===== config.mk =====
export PLATFORM = sky130hd
export DESIGN_NAME = tap_port
export DESIGN_NICKNAME = d
export VERILOG_FILES = /design/src/tap_port.v
export VERILOG_INCLUDE_DIRS = /design/src
export SDC_FILE = /design/constraint.sdc
export NUM_CORES = 1
export LEC_CHECK = 0
export BUFFER_PORTS_ARGS = -buffer_cell sky130_fd_sc_hd__buf_2
export CAP_MARGIN = 15
export CORE_MARGIN = 2
export CORE_UTILIZATION = 56
export CTS_BUF_LIST = sky130_fd_sc_hd__clkbuf_16
export CTS_CLUSTER_SIZE = 16
export DETAILED_ROUTE_END_ITERATION = 10
export PLACE_DENSITY = 0.86
export SLEW_MARGIN = 20
export SYNTH_ARGS = -nofsm -noshare
export SYNTH_HDL_FRONTEND = slang
export SYNTH_SLANG_ARGS = --single-unit

===== constraint.sdc =====
create_clock -name clk -period 3.75 [get_ports clk]
set_input_delay 0.375 -clock clk [delete_from_list [all_inputs] [get_ports clk]]
set_output_delay 0.375 -clock clk [all_outputs]
set_load 0.02 [all_outputs]

===== src/tap_defines.vh =====
// Constants for the boundary-scan test port
// Notes on behaviour
// - One standard test port scans the pins
// - Outer port reaches inner chip port
// - Five TMS-high clocks reset the port
// - Identification word shifted, bit zero one
// - User code: user id, unused, revision
// - Unprogrammed fuses give zero user id
// - Reset input active low, asynchronous assertion
// - Boot starts only after clock lock
// - User id from security bits 31 to 22
`default_nettype none
`ifndef TAP_DEFINES_VH
`define TAP_DEFINES_VH
`define IR_WIDTH 4
`define DR_WIDTH 32
`define IR_EXTEST 4'h0
`define IR_SAMPLE 4'h1
`define IR_DEVICE_IDENTIFICATION_WORD 4'h2
`define IR_USERCODE 4'h3
`define IR_INNER 4'h4
`define IR_BYPASS 4'hf
`define IR_CAPTURE 4'h1
`define TMS_RESET_CLOCKS 3'h5
`define ID_VERSION 4'h0
`define ID_PART 16'h0000
`define ID_MAKER 11'h000
`define UC_REVISION 10'h000
`define UID_HI 31
`define UID_LO 22
`define UC_REV_HI 9
`define RESET_STRETCH 3'h3
`endif
`default_nettype wire


===== src/tap_port.v =====
// Boundary-scan test access port with inner-port chaining and reset sequencing
`include "tap_defines.vh"
`default_nettype none
module tap_port #(
  parameter [3:0] id_version = `ID_VERSION, // arbitrary value
  parameter [15:0] id_part = `ID_PART, // arbitrary value
  parameter [10:0] id_maker = `ID_MAKER, // arbitrary value
  parameter [9:0] silicon_revision = `UC_REVISION // arbitrary value
) (
  input wire clk,
  input wire reset,
  input wire ce,
  input wire rst_n_pin,
  input wire pll_locked,
  input wire [31:0] security_word,
  input wire tck,
  input wire tms,
  input wire tdi,
  output reg tdo,
  output reg tdo_oe,
  input wire inner_tdo,
  output reg inner_tck,
  output reg inner_tms,
  output reg inner_tdi,
  input wire [`DR_WIDTH-1:0] pin_sample,
  output reg [`DR_WIDTH-1:0] pin_drive,
  output reg pin_extest,
  output reg boot_start
);
  localparam [3:0] S_RESET = 4'h0, S_IDLE = 4'h1, S_SEL_DR = 4'h2, S_CAP_DR = 4'h3,
    S_SH_DR = 4'h4, S_EX1_DR = 4'h5, S_PAU_DR = 4'h6, S_EX2_DR = 4'h7, S_UPD_DR = 4'h8,
    S_SEL_IR = 4'h9, S_CAP_IR = 4'ha, S_SH_IR = 4'hb, S_EX1_IR = 4'hc, S_PAU_IR = 4'hd,
    S_EX2_IR = 4'he, S_UPD_IR = 4'hf;
  localparam [1:0] B_HOLD = 2'h0, B_WAIT = 2'h1, B_RUN = 2'h2;
  // Async assert, sync release: stretch keeps logic in reset
  reg [2:0] arst_reg;
  always @(posedge clk or negedge rst_n_pin)
    if (!rst_n_pin)
      arst_reg <= 3'h0;
    else if (ce)
      arst_reg <= {arst_reg[1:0], 1'b1};
  // Pin reset clears state at once, release waits for the stretch
  wire pin_rst = ~arst_reg[2];
  // Two-flop synchronisers for pins and the test clock
  reg [3:0] s1_reg, s2_reg;
  reg tck_prev_reg;
  // Pin levels pass two flops too, as they change off our clock
  reg [`DR_WIDTH-1:0] ps1_reg, ps2_reg;
  always @(posedge clk)
    if (reset)
    begin
      s1_reg <= 4'h0;
      s2_reg <= 4'h0;
      tck_prev_reg <= 1'b0;
      ps1_reg <= 32'h0;
      ps2_reg <= 32'h0;
    end
    else if (ce)
    begin
      s1_reg <= {tck, tms, tdi, inner_tdo};
      s2_reg <= s1_reg;
      tck_prev_reg <= s2_reg[3];
      // Oversampled test clock: each half must last four clocks
      ps1_reg <= pin_sample;
      ps2_reg <= ps1_reg;
    end
  wire tck_s = s2_reg[3];
  wire tms_s = s2_reg[2];
  wire tdi_s = s2_reg[1];
  wire itdo_s = s2_reg[0];
  wire rise = ce & tck_s & ~tck_prev_reg;
  wire fall = ce & ~tck_s & tck_prev_reg;
  // Next state of the standard controller
  function [3:0] tap_next;
    input [3:0] st;
    input m;
    case (st)
      S_RESET: tap_next = m ? S_RESET : S_IDLE;
      S_IDLE: tap_next = m ? S_SEL_DR : S_IDLE;
      S_SEL_DR: tap_next = m ? S_SEL_IR : S_CAP_DR;
      S_CAP_DR: tap_next = m ? S_EX1_DR : S_SH_DR;
      S_SH_DR: tap_next = m ? S_EX1_DR : S_SH_DR;
      S_EX1_DR: tap_next = m ? S_UPD_DR : S_PAU_DR;
      S_PAU_DR: tap_next = m ? S_EX2_DR : S_PAU_DR;
      S_EX2_DR: tap_next = m ? S_UPD_DR : S_SH_DR;
      S_UPD_DR: tap_next = m ? S_SEL_DR : S_IDLE;
      S_SEL_IR: tap_next = m ? S_RESET : S_CAP_IR;
      S_CAP_IR: tap_next = m ? S_EX1_IR : S_SH_IR;
      S_SH_IR: tap_next = m ? S_EX1_IR : S_SH_IR;
      S_EX1_IR: tap_next = m ? S_UPD_IR : S_PAU_IR;
      S_PAU_IR: tap_next = m ? S_EX2_IR : S_PAU_IR;
      S_EX2_IR: tap_next = m ? S_UPD_IR : S_SH_IR;
      S_UPD_IR: tap_next = m ? S_SEL_DR : S_IDLE;
      default: tap_next = S_RESET;
    endcase
  endfunction
  // Pin-scan instructions share capture and update paths
  function pin_scan;
    input [3:0] code;
    pin_scan = (code == `IR_EXTEST) || (code == `IR_SAMPLE);
  endfunction
  reg [3:0] state_reg, ir_reg, ir_sh_reg;
  reg [2:0] ones_reg;
  reg [`DR_WIDTH-1:0] dr_reg;
  reg [1:0] boot_reg;
  // Captured words: id with bit zero set, user code with its user id from fuses
  // Unprogrammed fuses read zero, so the field follows them
  wire [31:0] id_word = {id_version, id_part, id_maker, 1'b1};
  wire [31:0] uc_word = {security_word[`UID_HI:`UID_LO], 12'h000, silicon_revision};
  wire inner_sel = (ir_reg == `IR_INNER);
  wire bypass = (ir_reg != `IR_DEVICE_IDENTIFICATION_WORD) && (ir_reg != `IR_USERCODE) && !pin_scan(ir_reg) && !inner_sel;
  always @(posedge clk or posedge pin_rst)
    if (pin_rst)
    begin
      state_reg <= S_RESET;
      ir_reg <= `IR_DEVICE_IDENTIFICATION_WORD;
      ir_sh_reg <= 4'h0;
      ones_reg <= 3'h0;
      dr_reg <= 32'h0;
      pin_drive <= 32'h0;
      pin_extest <= 1'b0;
      tdo <= 1'b0;
      tdo_oe <= 1'b0;
      inner_tck <= 1'b0;
      inner_tms <= 1'b1;
      inner_tdi <= 1'b0;
    end
    else if (reset)
    begin
      state_reg <= S_RESET;
      ir_reg <= `IR_DEVICE_IDENTIFICATION_WORD;
      ir_sh_reg <= 4'h0;
      ones_reg <= 3'h0;
      dr_reg <= 32'h0;
      pin_drive <= 32'h0;
      pin_extest <= 1'b0;
      tdo <= 1'b0;
      tdo_oe <= 1'b0;
      inner_tck <= 1'b0;
      inner_tms <= 1'b1;
      inner_tdi <= 1'b0;
    end
    else if (ce)
    begin
      inner_tck <= tck_s & inner_sel;
      if (rise)
      begin
        inner_tms <= tms_s;
        inner_tdi <= tdi_s;
        // Five consecutive high TMS clocks force reset
        ones_reg <= tms_s ? (ones_reg == `TMS_RESET_CLOCKS ? ones_reg : ones_reg + 3'h1) : 3'h0;
        if (tms_s && ones_reg == `TMS_RESET_CLOCKS - 3'h1)
          state_reg <= S_RESET;
        else
          state_reg <= tap_next(state_reg, tms_s);
        case (state_reg)
          S_RESET:
          begin
            ir_reg <= `IR_DEVICE_IDENTIFICATION_WORD;
            pin_extest <= 1'b0;
          end
          S_CAP_IR: ir_sh_reg <= `IR_CAPTURE;
          S_SH_IR: ir_sh_reg <= {tdi_s, ir_sh_reg[3:1]};
          S_UPD_IR:
          begin
            ir_reg <= ir_sh_reg;
            pin_extest <= (ir_sh_reg == `IR_EXTEST);
          end
          S_CAP_DR:
            if (ir_reg == `IR_DEVICE_IDENTIFICATION_WORD)
              dr_reg <= id_word;
            else if (ir_reg == `IR_USERCODE)
              dr_reg <= uc_word;
            else if (pin_scan(ir_reg))
              dr_reg <= ps2_reg;
            else
              dr_reg <= 32'h0;
          S_SH_DR: dr_reg <= bypass ? {31'h0, tdi_s} : {tdi_s, dr_reg[31:1]};
          S_UPD_DR:
            if (pin_scan(ir_reg))
              pin_drive <= dr_reg;
          default: ;
        endcase
      end
      // Output changes on the falling edge, as the standard asks
      if (fall)
      begin
        tdo_oe <= (state_reg == S_SH_DR) || (state_reg == S_SH_IR);
        if (state_reg == S_SH_IR)
          tdo <= ir_sh_reg[0];
        else if (inner_sel)
          tdo <= itdo_s;
        else
          tdo <= dr_reg[0];
      end
    end
  // Boot waits for the synthesiser lock after release
  reg lock1_reg, lock2_reg;
  always @(posedge clk or posedge pin_rst)
    if (pin_rst)
    begin
      lock1_reg <= 1'b0;
      lock2_reg <= 1'b0;
      boot_reg <= B_HOLD;
      boot_start <= 1'b0;
    end
    else if (reset)
    begin
      lock1_reg <= 1'b0;
      lock2_reg <= 1'b0;
      boot_reg <= B_HOLD;
      boot_start <= 1'b0;
    end
    else if (ce)
    begin
      lock1_reg <= pll_locked;
      lock2_reg <= lock1_reg;
      boot_start <= 1'b0;
      case (boot_reg)
        B_HOLD: boot_reg <= B_WAIT;
        B_WAIT:
          if (lock2_reg)
          begin
            boot_reg <= B_RUN;
            boot_start <= 1'b1;
          end
        B_RUN: boot_reg <= B_RUN;
        default: boot_reg <= B_HOLD;
      endcase
    end
endmodule // tap_port
`default_nettype wire


==> flow_metrics.env <==
export IMPL_vias=5163
export IMPL_globalplace_congestion=0.895
export IMPL_io_pins=112
export IMPL_layout_min_cycle_time_ns=2.76
export IMPL_rsz0062_at_grt="no"
export IMPL_synth_area_sq_um=6870
export IMPL_min_delay_path_class="in2reg"
export IMPL_clk_latency_ns=0.43
export IMPL_r2r_setup_slack_ns=0.99
export IMPL_wl_mm=15.5
export IMPL_ys_seq_elements=166
export IMPL_yosysTopAreaCellShare_pct=33.1
export IMPL_seqPwrFrac_pct=50.7
export IMPL_grt_use_total_pct=24.6
export IMPL_status="finished clean"
export IMPL_switching_power_mw=0.808
export IMPL_ir_worst_vdd_mv=0.362
export IMPL_antenna_found_initial=0
export IMPL_clk_pin_slew_ns=0.06
export IMPL_coreArea_sq_um=12000
export IMPL_synth_area_top_cells="dfrtp_1 33%, dfxtp_1 21%, mux2i_1 11%, a22o_1 5.0%, nor2_1 4.9%"
export IMPL_fin_util_pct=65.8
export IMPL_synth_seq_area_share_pct=55.2
export IMPL_fmaxAchievable_mhz=362
export IMPL_cts_buffers=17
export IMPL_cp_arrival_ns=3.11
export IMPL_grt_max_degree=97
export IMPL_cp_required_ns=4.10
export IMPL_p_sw_share_pct=22.0
export IMPL_asyncSetResetFlopFracSynth_pct=56.0
export IMPL_setup_worst_path_class="reg2reg"
export IMPL_slew_viol_final=0
export IMPL_grt_pass1_wl_mm=25.2
export IMPL_synth_cell_type_count=52
export IMPL_syn_inst=618
export IMPL_syn_avg_cell_area_sq_um=11.1
export IMPL_cts_htree_levels=4
export IMPL_fin_skew_ns=0.00693
export IMPL_cp_endpoint="dr_reg[24]"
export IMPL_tns_ns=0
export IMPL_worst_setup_path_end_kind="register"
export IMPL_mostFrequentLayoutCell="dfrtp_1"
export IMPL_p_leak_nw=3.70
export IMPL_post_route_period_util_pct=73.6
export IMPL_grt_ovfl_total=0
export IMPL_yosysTopAreaCell="dfrtp_1"
export IMPL_power_density_nw_per_um2=465
export IMPL_route_detailed_drc=0
export IMPL_cp_start_kind="register"
export IMPL_finalSetupViolCount=0
export IMPL_dieArea_sq_um=13200
export IMPL_tritoncts="done"
export IMPL_synth_edff_count=0
export IMPL_initial_utilization_pct=57.2
export IMPL_cts_root_buf="clkbuf_16"
export IMPL_synth_warnings=0
export IMPL_cp_slowest_cell="nor3b_4"
export IMPL_clkPwrFrac_pct=43.9
export IMPL_timing_slew_headroom_pct=33.2
export IMPL_syn2layout_area_growth_pct=15.0
export IMPL_wl_per_cell_um=18.3
export IMPL_grt_pass1_vias=4986
export IMPL_dieWidth_um=115
export IMPL_port_buffers=89
export IMPL_initialDrtViolationCount=600
export IMPL_place_hpwl_mm=9.87
export IMPL_drive_gt1_share_pct=19.3
export IMPL_syn_nets=696
export IMPL_post_cts_buffers=0
export IMPL_final_cell_mix="90 x dfrtp_1, 89 x nor2_1, 88 x buf_2"
export IMPL_die_h_um=115
export IMPL_reg2reg_from="state_reg[0]"
export IMPL_synthFlopType="dfrtp_1"
export IMPL_path_cells="or4b_4, nor3b_4, buf_4, a2bb2oi_1, o2bb2ai_1"
export IMPL_drtAntennaViolNets=0
export IMPL_crit_path_start="state_reg[0]"
export IMPL_r2r_end="dr_reg[24]"
export IMPL_p_int_mw=2.87
export IMPL_nets=763
export IMPL_firstDrtPassIters=6
export IMPL_viasPerCell=6.11
export IMPL_tightestPinTransition_ns=1.00
export IMPL_rr_worst_depth=5
export IMPL_clock_path_buffers=2
export IMPL_path_max_fanout=22
export IMPL_cts_sinks=166
export IMPL_num_rows=40
export IMPL_timing_hold_violations_final=0
export IMPL_diodes=0
export IMPL_combPwrFrac_pct=5.4
export IMPL_cap_viol_max_count=0
export IMPL_max_stage_delay_ns=0.84
-- metal layers --
metal | vias to the layer above | track usage, % | routed length [um]
met5 | - | 0 | 0
met4 | 0 | 8.43 | 268
met3 | 31 | 5.90 | 967
met2 | 199 | 39.3 | 7480
met1 | 2542 | 33.5 | 6770
li1 | 2391 | - | -
-- worst min path at each step --
stage                         from          end  slack (ns)  cells past startpoint
finish              pin_sample[21]  ps1_reg[21]        0.18                      3
floorplan                rst_n_pin  arst_reg[0]        0.08                      0
detailed placement       rst_n_pin  arst_reg[0]        0.17                      1
global route        pin_sample[10]  ps1_reg[10]        0.17                      3
CTS                 pin_sample[10]  ps1_reg[10]        0.17                      3
global placement         rst_n_pin  arst_reg[1]        0.17                      1
-- cell families (layout without fill, tap and decap cells) --
| family | Yosys count | after routing | synth area share, % |
|---|---|---|---|
| mux | 80 | 80 | 11.7 |
| buf+inv | 61 | 141 | 4.15 |
| fa+ha+maj | 5 | 5 | 0.910 |
| flops | 166 | 166 | 55.2 |
| compound gates | 155 | 155 | 17.8 |
| simple gates | 151 | 151 | 10.3 |
-- power groups by stage --
stage          Sequential, mW  Clock [mW]  Combinational (mW)
2_1_floorplan            1.88           0               0.149
3_3_place_gp             1.89           0               0.185
3_5_place_dp             1.90           0               0.194
4_1_cts                  1.86        1.63               0.198
5_1_grt                  1.87        1.71               0.218
6_report                 1.86        1.61               0.198
-- worst max-delay path: cells and delay by family (launching register included) --
kind / cells / cell delay (ns)
buffers and inverters: 1 / 0.32
flip-flops: 1 / 0.60
AO/OA/AOI/OAI: 2 / 0.21
AND/OR/NAND/NOR: 2 / 1.54
-- final cells by class --
type / count / area [sq um]
Clock buffer: 17 / 425
Multi-Input combinational cell: 391 / 2820
Clock inverter: 15 / 115
Sequential cell: 166 / 3790
Fill cell: 887 / 4110
Timing Repair Buffer: 100 / 533
Tap cell: 147 / 184
Inverter: 9 / 33.8
-- synth_stat cells, types with 3 or more instances --
cell and count:
a21oi_1 20, a22o_1 39, a22oi_1 31, a2bb2oi_1 10
a311oi_1 3, buf_1 5, buf_2 9, buf_6 5
clkbuf_1 31, dfrtp_1 91, dfxtp_1 73, ha_1 5
inv_1 9, mux2i_1 78, nand2_1 18, nand2b_1 4
nand3_1 8, nand3b_1 5, nor2_1 90, nor3_1 5
o21ai_0 5, o2bb2ai_1 32
-- metrics by stage --
stage | hold slack (ns) | power, mW | setup slack (ns) | instances | instance area, sq um
2_1_floorplan | 0.0794 | 2.03 | 0.985 | 618 | 6870
3_3_place_gp | 0.170 | 2.08 | 1.16 | 812 | 7350
3_5_place_dp | 0.174 | 2.09 | 1.07 | 812 | 7350
4_1_cts | 0.173 | 3.69 | 1.02 | 845 | 7900
5_1_grt | 0.173 | 3.80 | 0.826 | 845 | 7910
6_report | 0.181 | 3.67 | 0.991 | 845 | 7910
-- what timing repair did --
action | in CTS | in global routing
gates resized for setup | 0 | 0
hold endpoints to repair | 3 | 0
setup endpoints to repair | 0 | 0
hold buffers | 1 | 0
Power figures use the tool's default switching activity.
